===== config.mk =====
export PLATFORM = sky130hd
export DESIGN_NAME = spfs_sequencer
export DESIGN_NICKNAME = d
export VERILOG_FILES = /design/src/spfs_page_buf.v /design/src/spfs_prog_timer.v /design/src/spfs_sequencer.v
export VERILOG_INCLUDE_DIRS = /design/src
export SDC_FILE = /design/constraint.sdc
export NUM_CORES = 1
export LEC_CHECK = 0
export BUFFER_PORTS_ARGS = -buffer_cell sky130_fd_sc_hd__buf_2
export CAP_MARGIN = 20
export CORE_ASPECT_RATIO = 1.2
export CORE_MARGIN = 8
export CORE_UTILIZATION = 25
export DETAILED_ROUTE_END_ITERATION = 7
export PLACE_DENSITY_LB_ADDON = 0.2
export SLEW_MARGIN = 5
export SYNTH_ARGS = -nofsm -noshare
export SYNTH_HDL_FRONTEND = slang
export SYNTH_HIERARCHICAL = 1
export SYNTH_SLANG_ARGS = --single-unit

===== constraint.sdc =====
create_clock -name ref_clk -period 3.8 [get_ports ref_clk]
set_input_delay 0.76 -clock ref_clk [delete_from_list [all_inputs] [get_ports ref_clk]]
set_output_delay 0.76 -clock ref_clk [all_outputs]
set_load 0.02 [all_outputs]

===== src/spfs_regs.vh =====
// Constants for the self-program flash sequencer: control bit positions,
// command codes, pointer layout, fuse defaults and timing counts.
// Included by every design file of the sequencer; definitions only.
`ifndef SPFS_REGS_VH
`define SPFS_REGS_VH

// Bit positions in the program control register
`define SPFS_BIT_ENABLE 0
`define SPFS_BIT_ERASE 1
`define SPFS_BIT_WRITE 2
`define SPFS_BIT_PROT_SET 3
`define SPFS_BIT_REENABLE 4
`define SPFS_BIT_BUSY 6
`define SPFS_BIT_IRQ_EN 7

// Lower five-bit command codes
`define SPFS_CMD_LOAD 5'h01
`define SPFS_CMD_ERASE 5'h03
`define SPFS_CMD_WRITE 5'h05
`define SPFS_CMD_PROT 5'h09
`define SPFS_CMD_REEN 5'h11

// Pointer layout
`define SPFS_WORD_LSB 1
`define SPFS_PAGE_LSB 7
`define SPFS_PTR_LOW_FUSE 16'h0000
`define SPFS_PTR_PROT 16'h0001
`define SPFS_PTR_EXT_FUSE 16'h0002
`define SPFS_PTR_HIGH_FUSE 16'h0003

// Readback byte defaults (one = unprogrammed)
`define SPFS_FUSE_LOW_RST 8'hff
`define SPFS_FUSE_HIGH_RST 8'hff
`define SPFS_FUSE_EXT_RST 8'hff
`define SPFS_PROT_RST 6'h3f
`define SPFS_EXT_MASK 8'h1e

// Arming windows in cycles
`define SPFS_STORE_WIN 3'h4
`define SPFS_LOAD_WIN 3'h3

// Programming time in microseconds and derived cycles at 250 MHz
`define SPFS_PROG_TIME_US 3700
`define SPFS_CLK_MHZ 250
`define SPFS_PROG_CYCLES (`SPFS_PROG_TIME_US * `SPFS_CLK_MHZ)

`endif


===== src/spfs_page_buf.v =====
// Temporary page buffer of the sequencer: one word per slot.
// Assumes single clock, synchronous active-high reset; clear wipes valids.
`timescale 1ns/1ps
`include "spfs_regs.vh"

module spfs_page_buf #(
  parameter WORD_BITS = 6,
  parameter DATA_W = 16
) (
  // Clock and reset
  input wire ref_clk,
  input wire sys_rst,
  // Control
  input wire clear,
  input wire wr_en,
  input wire [WORD_BITS-1:0] wr_slot,
  input wire [DATA_W-1:0] wr_data,
  // Read side for the page write engine
  input wire [WORD_BITS-1:0] rd_slot,
  output reg [DATA_W-1:0] rd_data,
  output reg rd_valid
);

  localparam DEPTH = 1 << WORD_BITS;

  reg [DATA_W-1:0] mem [0:DEPTH-1];
  reg [DEPTH-1:0] valid_r;

  // Erased slot reads as all ones, as erased flash would
  always @(posedge ref_clk) begin
    if (wr_en)
      mem[wr_slot] <= wr_data;
    rd_data <= valid_r[rd_slot] ? mem[rd_slot] : {DATA_W{1'b1}};
  end

  always @(posedge ref_clk) begin
    if (sys_rst) begin
      valid_r <= {DEPTH{1'b0}};
      rd_valid <= 1'b0;
    end else begin
      rd_valid <= valid_r[rd_slot];
      if (clear)
        valid_r <= {DEPTH{1'b0}};
      else if (wr_en)
        valid_r[wr_slot] <= 1'b1;
    end
  end

endmodule


===== src/spfs_prog_timer.v =====
// Programming duration timer: counts a flash operation to completion.
// Not reset by sys_rst so a started write always finishes.
`timescale 1ns/1ps
`include "spfs_regs.vh"

module spfs_prog_timer #(
  parameter PROG_CYCLES = `SPFS_PROG_CYCLES,
  parameter CNT_W = 20
) (
  // Clock and reset
  input wire ref_clk,
  input wire sys_rst,
  // Control
  input wire start,
  output wire busy,
  output wire done
);

  reg [CNT_W-1:0] cnt_r;
  reg run_r;
  reg init_r;

  assign busy = run_r & init_r;
  assign done = busy && (cnt_r == {CNT_W{1'b0}});

  // The running operation ignores sys_rst; only power-up init clears it
  always @(posedge ref_clk) begin
    if (!init_r) begin
      if (sys_rst) begin
        init_r <= 1'b1;
        run_r <= 1'b0;
        cnt_r <= {CNT_W{1'b0}};
      end
    end else if (start && !run_r) begin
      run_r <= 1'b1;
      cnt_r <= PROG_CYCLES[CNT_W-1:0] - {{(CNT_W-1){1'b0}}, 1'b1};
    end else if (run_r) begin
      if (cnt_r == {CNT_W{1'b0}})
        run_r <= 1'b0;
      else
        cnt_r <= cnt_r - {{(CNT_W-1){1'b0}}, 1'b1};
    end
  end

  initial init_r = 1'b0;

endmodule


===== src/spfs_sequencer.v =====
// Self-program flash sequencer: control register, store/load windows,
// page buffer loading, page write and erase, protection set, readback.
// Assumes the core pulses ctl_wr, store_instr and load_instr for one
// cycle each, with pointer and register pair valid in that cycle.
`timescale 1ns/1ps
`include "spfs_regs.vh"

module spfs_sequencer #(
  parameter WORD_BITS = 6,
  parameter PAGE_BITS = 7,
  parameter NO_READ_WHILE_WRITE_SECTION_FIRST_PAGE = 7'h70,
  parameter PROG_CYCLES = `SPFS_PROG_CYCLES,
  parameter CNT_W = 20
) (
  // Clock and reset
  input wire ref_clk,
  input wire sys_rst,
  // Control register access from the core
  input wire ctl_wr,
  input wire [7:0] ctl_wdata,
  output wire [7:0] program_control_reg,
  // Instructions from the core
  input wire store_instr,
  input wire load_instr,
  input wire [15:0] pointer,
  input wire [15:0] reg_pair,
  output reg [7:0] load_data,
  output reg load_data_valid,
  // Program memory read data for ordinary loads
  input wire [15:0] flash_word,
  // EEPROM status
  input wire eeprom_write_busy_flag,
  // Flash array interface
  output reg flash_write_start,
  output reg flash_erase_start,
  output reg [PAGE_BITS-1:0] flash_page,
  input wire [WORD_BITS-1:0] buf_rd_slot,
  output wire [15:0] buf_rd_data,
  output wire buf_rd_valid,
  // Core status
  output wire cpu_halt,
  output wire section_read_block,
  output wire irq_req,
  // Fuse and protection storage
  output reg [5:0] prot_byte,
  output wire [7:0] fuse_low_byte,
  output wire [7:0] fuse_high_byte,
  output wire [7:0] fuse_extended_byte
);

  reg program_enable_bit_r;
  reg protection_set_bit_r;
  reg write_bit_r;
  reg erase_bit_r;
  reg reenable_bit_r;
  reg irq_en_r;
  reg section_busy_flag_r;
  reg [2:0] win_cnt_r;
  reg prog_active_r;
  reg prog_no_read_while_write_section_r;
  reg loading_r;
  reg [4:0] cmd_nxt;
  reg rst_hold_r;

  wire busy;
  wire done;
  wire cmd_ok;
  wire store_go;
  wire load_armed;
  wire buf_clear;
  wire reen_wr;
  wire [PAGE_BITS-1:0] ptr_page;
  wire [WORD_BITS-1:0] ptr_word;

  assign ptr_page = pointer[`SPFS_PAGE_LSB +: PAGE_BITS];
  assign ptr_word = pointer[`SPFS_WORD_LSB +: WORD_BITS];

  assign fuse_low_byte = `SPFS_FUSE_LOW_RST;
  assign fuse_high_byte = `SPFS_FUSE_HIGH_RST;
  assign fuse_extended_byte = `SPFS_FUSE_EXT_RST;

  always @* begin
    cmd_nxt = ctl_wdata[4:0];
  end

  // Only the five defined patterns take effect
  assign cmd_ok = (cmd_nxt == `SPFS_CMD_LOAD) ||
                  (cmd_nxt == `SPFS_CMD_ERASE) ||
                  (cmd_nxt == `SPFS_CMD_WRITE) ||
                  (cmd_nxt == `SPFS_CMD_PROT) ||
                  (cmd_nxt == `SPFS_CMD_REEN);

  // Writing the re-enable pattern aborts a load in progress at once
  assign reen_wr = ctl_wr && (cmd_nxt == `SPFS_CMD_REEN) &&
                   !eeprom_write_busy_flag && !prog_active_r;

  // The window counts down from four; zero means the store is disarmed
  assign store_go = store_instr && program_enable_bit_r && !prog_active_r &&
                    (win_cnt_r != 3'h0) && !eeprom_write_busy_flag;
  // Readback takes only the first three cycles of that window
  assign load_armed = program_enable_bit_r && protection_set_bit_r &&
                      !prog_active_r && (win_cnt_r > 3'h1) &&
                      !eeprom_write_busy_flag;

  assign program_control_reg = {irq_en_r, section_busy_flag_r, 1'b0,
                                reenable_bit_r, protection_set_bit_r,
                                write_bit_r, erase_bit_r,
                                program_enable_bit_r};

  assign irq_req = irq_en_r && !program_enable_bit_r;
  assign section_read_block = section_busy_flag_r;
  assign cpu_halt = prog_active_r && prog_no_read_while_write_section_r;

  // Buffer clear: after page write, on re-enable, on EEPROM write, and
  // after a reset that had to wait for programming to finish
  assign buf_clear = (done && write_bit_r) ||
                     (done && rst_hold_r) ||
                     reen_wr || (store_go && reenable_bit_r) ||
                     (loading_r && eeprom_write_busy_flag);

  spfs_page_buf #(
    .WORD_BITS(WORD_BITS),
    .DATA_W(16)
  ) u_buf (
    .ref_clk(ref_clk),
    .sys_rst(sys_rst && !busy),
    .clear(buf_clear),
    .wr_en(store_go && !write_bit_r && !erase_bit_r &&
           !protection_set_bit_r && !reenable_bit_r),
    .wr_slot(ptr_word),
    .wr_data(reg_pair),
    .rd_slot(buf_rd_slot),
    .rd_data(buf_rd_data),
    .rd_valid(buf_rd_valid)
  );

  spfs_prog_timer #(
    .PROG_CYCLES(PROG_CYCLES),
    .CNT_W(CNT_W)
  ) u_timer (
    .ref_clk(ref_clk),
    .sys_rst(sys_rst),
    .start(store_go && (write_bit_r || erase_bit_r ||
                        protection_set_bit_r)),
    .busy(busy),
    .done(done)
  );

  // A reset during programming must not wipe the page being written;
  // the buffer is cleared once the operation has finished instead
  always @(posedge ref_clk) begin
    if (!busy)
      rst_hold_r <= 1'b0;
    else if (sys_rst)
      rst_hold_r <= 1'b1;
  end

  // Control bits and arming window; an active operation survives reset
  always @(posedge ref_clk) begin
    if (sys_rst && !busy) begin
      program_enable_bit_r <= 1'b0;
      protection_set_bit_r <= 1'b0;
      write_bit_r <= 1'b0;
      erase_bit_r <= 1'b0;
      reenable_bit_r <= 1'b0;
      irq_en_r <= 1'b0;
      section_busy_flag_r <= 1'b0;
      win_cnt_r <= 3'h0;
      prog_active_r <= 1'b0;
      prog_no_read_while_write_section_r <= 1'b0;
      loading_r <= 1'b0;
      flash_page <= {PAGE_BITS{1'b0}};
    end else if (prog_active_r) begin
      if (done) begin
        prog_active_r <= 1'b0;
        program_enable_bit_r <= 1'b0;
        write_bit_r <= 1'b0;
        erase_bit_r <= 1'b0;
        protection_set_bit_r <= 1'b0;
        prog_no_read_while_write_section_r <= 1'b0;
      end
      if (ctl_wr)
        irq_en_r <= ctl_wdata[`SPFS_BIT_IRQ_EN];
    end else begin
      if (ctl_wr)
        irq_en_r <= ctl_wdata[`SPFS_BIT_IRQ_EN];
      if (ctl_wr && cmd_ok && !eeprom_write_busy_flag) begin
        program_enable_bit_r <= 1'b1;
        erase_bit_r <= ctl_wdata[`SPFS_BIT_ERASE];
        write_bit_r <= ctl_wdata[`SPFS_BIT_WRITE];
        protection_set_bit_r <= ctl_wdata[`SPFS_BIT_PROT_SET];
        reenable_bit_r <= ctl_wdata[`SPFS_BIT_REENABLE];
        win_cnt_r <= `SPFS_STORE_WIN;
      end else if (store_go) begin
        win_cnt_r <= 3'h0;
        reenable_bit_r <= 1'b0;
        if (write_bit_r || erase_bit_r) begin
          prog_active_r <= 1'b1;
          flash_page <= ptr_page;
          prog_no_read_while_write_section_r <= (ptr_page >= NO_READ_WHILE_WRITE_SECTION_FIRST_PAGE);
          section_busy_flag_r <= (ptr_page < NO_READ_WHILE_WRITE_SECTION_FIRST_PAGE);
          loading_r <= 1'b0;
        end else if (protection_set_bit_r) begin
          prog_active_r <= 1'b1;
          prog_no_read_while_write_section_r <= 1'b0;
        end else begin
          program_enable_bit_r <= 1'b0;
          if (reenable_bit_r) begin
            section_busy_flag_r <= 1'b0;
            loading_r <= 1'b0;
          end else begin
            section_busy_flag_r <= 1'b0;
            loading_r <= 1'b1;
          end
        end
      end else if (load_instr && load_armed) begin
        program_enable_bit_r <= 1'b0;
        protection_set_bit_r <= 1'b0;
        win_cnt_r <= 3'h0;
      end else if (win_cnt_r != 3'h0) begin
        win_cnt_r <= win_cnt_r - 3'h1;
        if (win_cnt_r == 3'h1) begin
          program_enable_bit_r <= 1'b0;
          protection_set_bit_r <= 1'b0;
          write_bit_r <= 1'b0;
          erase_bit_r <= 1'b0;
          reenable_bit_r <= 1'b0;
        end
      end
      if (loading_r && eeprom_write_busy_flag)
        loading_r <= 1'b0;
    end
  end

  // Flash array write and erase strobes
  always @(posedge ref_clk) begin
    if (sys_rst && !busy) begin
      flash_write_start <= 1'b0;
      flash_erase_start <= 1'b0;
    end else begin
      flash_write_start <= store_go && write_bit_r;
      flash_erase_start <= store_go && erase_bit_r;
    end
  end

  // Protection bits are nonvolatile; only programming clears them
  always @(posedge ref_clk) begin
    if (store_go && protection_set_bit_r && !write_bit_r && !erase_bit_r)
      prot_byte[5:2] <= prot_byte[5:2] & reg_pair[5:2];
  end

  initial prot_byte = `SPFS_PROT_RST;

  // Load instruction answer, one cycle after the instruction
  always @(posedge ref_clk) begin
    if (sys_rst) begin
      load_data <= 8'h00;
      load_data_valid <= 1'b0;
    end else begin
      load_data_valid <= load_instr;
      if (load_instr) begin
        if (load_armed) begin
          case (pointer)
            `SPFS_PTR_PROT: load_data <= {2'b11, prot_byte};
            `SPFS_PTR_LOW_FUSE: load_data <= fuse_low_byte;
            `SPFS_PTR_HIGH_FUSE: load_data <= fuse_high_byte;
            `SPFS_PTR_EXT_FUSE:
              load_data <= fuse_extended_byte | ~`SPFS_EXT_MASK;
            default: load_data <= 8'hff;
          endcase
        end else begin
          load_data <= pointer[0] ? flash_word[15:8] : flash_word[7:0];
        end
      end
    end
  end

endmodule


== Yosys cells after proc, flatten, opt, wreduce, memory -nomap -nowiden ==
Memories as Yosys holds them, arrays and structs flattened. A register that Yosys moved wholly into a read port is not among the register bits.
Cells that the tools add are included.
Storage, ports and cells
  latch bits: 0
  word-level logic and storage cells: 198
  output and inout port bits: 76
  memory bits (read-only): 0
  memories: 1
  input bits: 68
  memory bits (writable): 1024
  register bits: 123
Memory list
  u_buf.mem: words 64, bits a word 16, rd ports 1, clocked after Yosys merged registers in 1, write ports 1, RTL line spfs_page_buf.v:26  | reg [DATA_W-1:0] mem [0:DEPTH-1];
Operators by class
  eq/ne operators: 19
  div/mod/pow operators: 0
  bitwise gates (word level): 5
  shifts and indexed selects: 0
  $mul: 0
  $lt $le $gt $ge: 6
  reductions and logical operators: 80
  $add $sub $neg: 2
  mux-type cells: 62
Operators with widths (number)
  20-bit two-way mux: 5
  64-bit bitwise OR: 1
  1-bit two-way mux: 48
  1-bit logical AND: 34
  4-bit AND reduction: 6
  20-bit zero test: 1
  20-bit by 1-bit subtractor with 20-bit output (second input constant): 1
  3-bit nonzero test: 6
  16-bit by 1-bit equality test with 1-bit output (second input constant): 1
  8-bit two-way mux: 2
  6-bit by 7-bit less-than comparator with 1-bit output (second input constant): 2
  3-bit two-way mux: 4
  4-bit nonzero test: 3
  1-bit zero test: 10
  1-bit logical OR: 10
  5-bit AND reduction: 2
  5-bit nonzero test: 2
  3-bit != test (second input constant): 3
  4-bit by 3-bit != test with 1-bit output (second input constant): 2
  7-bit >= comparator (second input constant): 1
  7-bit less-than comparator (second input constant): 1
  1-bit binary-select mux with 6-bit select: 1
  1-bit demux with 6-bit select: 1
  6-bit by 1-bit >= comparator with 1-bit output (second input constant): 1
  20 further kinds: 26

== Longest topological paths before layout ==
  depth in word-level cells: 10
  mapped depth: 11

== By module ==
Netlist, hierarchy kept.
Modules (own cells, without submodules)
  spfs_page_buf: instances 1, sequential area each 32371.0 um^2, cells each 2070, area an instance 41937.7 um^2
  spfs_sequencer: instances 1, sequential area each 760.7 um^2, cells each 236, area an instance 2073.2 um^2
  spfs_prog_timer: instances 1, sequential area each 650.6 um^2, cells each 104, area an instance 1169.9 um^2

== Worst setup path after synthesis ==
OpenSTA, ideal clock, no wires.
  path kind: in2reg
  start: input port eeprom_write_busy_flag
  end: memory u_buf.mem[45][0], enable pin
  data required time: 3.410 ns
  data arrival time: 2.996 ns
  setup time: 0.390 ns
  stages on the path: 8
  slack: 0.414 ns
  cells stage by stage: nand3b_1 nor3b_4 buf_6 nand2_1 nor3_1 clkbuf_1 nand4b_1 nor2_1
Between the ends
  cells in the longest elaborated chain, start to end: 8
Ends and longest elaborated chain
  start: declaration: RTL line spfs_sequencer.v:32  | input wire eeprom_write_busy_flag,
  1-bit zero test: RTL line spfs_sequencer.v:99  | (win_cnt_r != 3'h0) && !eeprom_write_busy_flag;
  1-bit logical AND: RTL line spfs_sequencer.v:99
  1-bit logical AND (3 in a row): RTL line spfs_sequencer.v:128  | .wr_en(store_go && !write_bit_r && !erase_bit_r &&
  1-bit logical AND: RTL line spfs_sequencer.v:129  | !protection_set_bit_r && !reenable_bit_r),
  1-bit two-way mux: RTL line spfs_page_buf.v:31  | if (wr_en)
  1-bit two-way mux (implied by the code): RTL line spfs_page_buf.v:32  | mem[wr_slot] <= wr_data;
  end: declaration: RTL line spfs_page_buf.v:26
No other way between the ends.

== Worst setup path after layout ==
  start: register u_timer.cnt_r[14]
  end: register u_buf.valid_r[27]
Between the ends
  cells in the longest elaborated chain, start to end: 8
  elaborated cells between the ends (all ways): 9
  classes of those cells: 9 x reduce/logical
Ends and longest elaborated chain
  start: declaration: RTL line spfs_prog_timer.v:19  | reg [CNT_W-1:0] cnt_r;
  start signal: assignment: RTL line spfs_prog_timer.v:32  | cnt_r <= {CNT_W{1'b0}};
  start signal: assignment: RTL line spfs_prog_timer.v:36  | cnt_r <= PROG_CYCLES[CNT_W-1:0] - {{(CNT_W-1){1'b0}}, 1'b1};
  start signal: assignment: RTL line spfs_prog_timer.v:41  | cnt_r <= cnt_r - {{(CNT_W-1){1'b0}}, 1'b1};
  20-bit zero test (*): RTL line spfs_prog_timer.v:24  | assign done = busy && (cnt_r == {CNT_W{1'b0}});
  1-bit logical AND (*): RTL line spfs_prog_timer.v:24
  net done: RTL line spfs_sequencer.v:66  | wire done;
  1-bit logical AND, on equally long branches: RTL line spfs_sequencer.v:116, spfs_sequencer.v:117
  1-bit logical OR (*): RTL line spfs_sequencer.v:116  | assign buf_clear = (done && write_bit_r) ||
  1-bit logical OR (*): RTL line spfs_sequencer.v:117  | (done && rst_hold_r) ||
  1-bit logical OR (*) (2 in a row): RTL line spfs_sequencer.v:118  | reen_wr || (store_go && reenable_bit_r) ||
  net buf_clear: RTL line spfs_sequencer.v:70  | wire buf_clear;
  2-bit OR reduction (no source line) (*)
  end signal: assignment: RTL line spfs_page_buf.v:38  | valid_r <= {DEPTH{1'b0}};
  end signal: assignment: RTL line spfs_page_buf.v:43  | valid_r <= {DEPTH{1'b0}};
  end: declaration: RTL line spfs_page_buf.v:27  | reg [DEPTH-1:0] valid_r;
The timed path passes the listed nets; every way through them passes the cells marked *.
A chain may end at the register's enable or synchronous reset.

==> impl_metrics.ini <==
[die]
io_pins = 144
fp.dieArea_um2 = 195000
die_height_um = 482
design.core.area_um2 = 180000
start_util_pct = 25.0
die_w_um = 404
rows = 171

[synthesis]
ys_seq_area_share_pct = 74.8
synthAdderAreaFrac_pct = 0.111
synth_top_family_by_area = multiplexers
syn_inst = 2410
yosys_warnings = 6
synth-edff-count = 1049
yosysTopAreaCellShare_pct = 69.7
synthesis.area_um2 = 45200
synth.distinct_cells = 74
synth_compound_area_share_pct = 5.29
synthMuxAreaShare_pct = 13.4
synth-simple-area-share_pct = 4.15
ys_async_sr_fraction_pct = 0
synthFlopType = edfxtp_1
synth_top_area_cell = edfxtp_1
synth_top_cells_by_area = edfxtp_1 70%, mux4_2 10%, dfxtp_1 5.1%
ys_ff_latch = 1163
synth_area_per_cell_um2 = 18.7
synth_xor_area_share_pct = 0.194

[grt]
gr-total-overflow = 0
grt_antenna_before_repair = 17
grt_max_degree = 65
grt_pass1_wl_um = 182000
track_usage_pct = 12.8
grt_pass1_vias = 25200

[placed_design]
place_inst = 4989
portBuffers = 114
place_congestion = 0.805
dp_hpwl_um = 78700

[clocking]
h-tree-depth = 3
root_buffer = clkbuf_16
path_clk_slew_ps = 60
cts-buffers-inserted = 121
clkSinkCount = 1163
post_cts_resize_count = 0
cts_tree = yes
ctsHoldBuffers = 0
cts_setup_buffers = 0
insertion_delay_ps = 730
clk_path_buf_depth = 3

[detailed_routing]
vias = 23800
vias_per_cell = 4.55
dr.first_iter.drc_count = 1778
ant_nets = 0
dr.pass1.iters = 5
wirelength_um = 128000
drcViolationCount = 0
wl_per_cell_um = 24.4

[sta]
max_freq_mhz = 296
maxSlewViolCount = 0
finalCriticalPeriod_ps = 3380
fin_skew_ps = 23.0
finalCritPeriodShare_pct = 89.1
worstMarginPinSlew_ps = 1070
rsz0062_at_grt = false
relSlewSlack_pct = 28.9
setup_viol = 0
hold_viol = 0
setup_tns_ps = 0
timing.hold.ws_ps = 281

[finish]
final_common_cell = edfxtp_1
fin_util_pct = 30.3
drive_gt1_share_pct = 27.3
most-common-layout-cells = 1,049 x edfxtp_1, 208 x mux4_2, 137 x mux2i_1
fin_cells = 5224
nNetsFinal = 2767
area_delta_synth_final_pct = 21.1

[worst_setup_path]
path_cells = or4_4, or3b_4, nor4_1, o21ai_0, nand3_1, nor2_4, buf_4, o21a_1
cp.arrival_ps = 3990
slowest_stage = nor4_1
critPathMaxFanout = 64
critPathMaxStageDelay_ps = 620
critPathCaptureType = register
path_class = reg -> reg
worst-endpoint-required_ps = 4400
path_delay_family = simple AND/OR/NAND/NOR gates
start_kind = register
cp_num_buf_inv = 1

[job]
cap_viol_max_count = 0

[run_status]
outcome = finished clean

[pwr]
power_density_nw_per_um2 = 504
vdd_drop_max_mv = 0.359
leakagePower_nw = 17.5

[worst_hold_path]
hold_class = in -> reg
[routing by layer]
metal | global-route usage (%) | vias to the layer above | share of wire, %
li1 | - | 10300 | -
met1 | 16.3 | 12600 | 41
met2 | 22.4 | 675 | 51
met3 | 2.11 | 159 | 5.3
met4 | 3.99 | 6 | 2.6
met5 | 0 | - | 0.027
[cells in the mapped netlist, drive strengths merged (5+ instances only)]
library cell  count
nor3              7
edfxtp         1049
o21ai            19
inv              11
o2111ai          33
nor2b             5
buf              88
nand2b           10
dfxtp           114
nand4b            7
and2              9
and3              5
nor4              7
o21a             68
o211ai            6
nor2            150
nand4             5
a31oi             5
or3               9
a22oi            90
xor2              7
mux4            208
nand2            93
nand3            51
or3b              6
a2111oi          32
clkbuf           84
a31o             16
nand3b            9
mux2i           137
a21oi            25
[path summary, 6_finish.rpt]
check	cells after the start	start	to	slack (ps)
max	8	u_timer/cnt_r[14]	u_buf/valid_r[27]	420
min	3	pointer[10]	flash_page[3]	280
max reg2reg	8	u_timer/cnt_r[14]	u_buf/valid_r[27]	420
min reg2reg	2	flash_page[6]	flash_page[6]	460
[cell type report]
| type | instances | area (um2) |
|---|---|---|
| diodes | 2 | 5.00 |
| clock buffers | 178 | 3430 |
| clock inverters | 50 | 566 |
| fillers | 17500 | 126000 |
| inverters | 11 | 41.3 |
| multi-input cells | 1089 | 10700 |
| flip-flops and latches | 1163 | 33800 |
| well taps | 2422 | 3030 |
| repair buffers | 309 | 3140 |
[per-stage QoR]
step | instance area, um2 | power (mW) | setup WS (ps)
after floorplan | 45300 | 15.2 | 414
after global placement | 50600 | 15.9 | 374
after detailed placement | 50600 | 15.9 | 226
after CTS | 54600 | 27.9 | 420
after global routing | 54700 | 28.5 | 324
final | 54700 | 27.5 | 416
[cells by family after synthesis]
group,after synthesis
fa+ha+maj,4
other cells,2
buf+inv,183
mux,345
flops,1163
simple gates,386
xor+xnor,10
compound gates,317
[report_power, final]
group / leakage, nW / switching [mW] / internal [mW]
Clock: 1.95 / 4.91 / 6.98
Combinational: 5.20 / 1.00 / 0.575
Sequential: 10.4 / 0.0627 / 14.0
[sequential cells by signal (all words and copies together) (netlist names), 3 cells and up]
register       cells
u_buf/mem       1024
u_buf/valid_r     64
u_timer/cnt_r     20
u_buf/rd_data     16
load_data          8
flash_page         7
prot_byte          4
win_cnt_r          3
[tightest hold or removal path, delay by kind of cell]
family / cells / cell delay, ps
simple gates: 1 / 50
buf+inv: 1 / 100
compound gates: 1 / 50
Note: power is estimated with default switching activity, not from simulation.
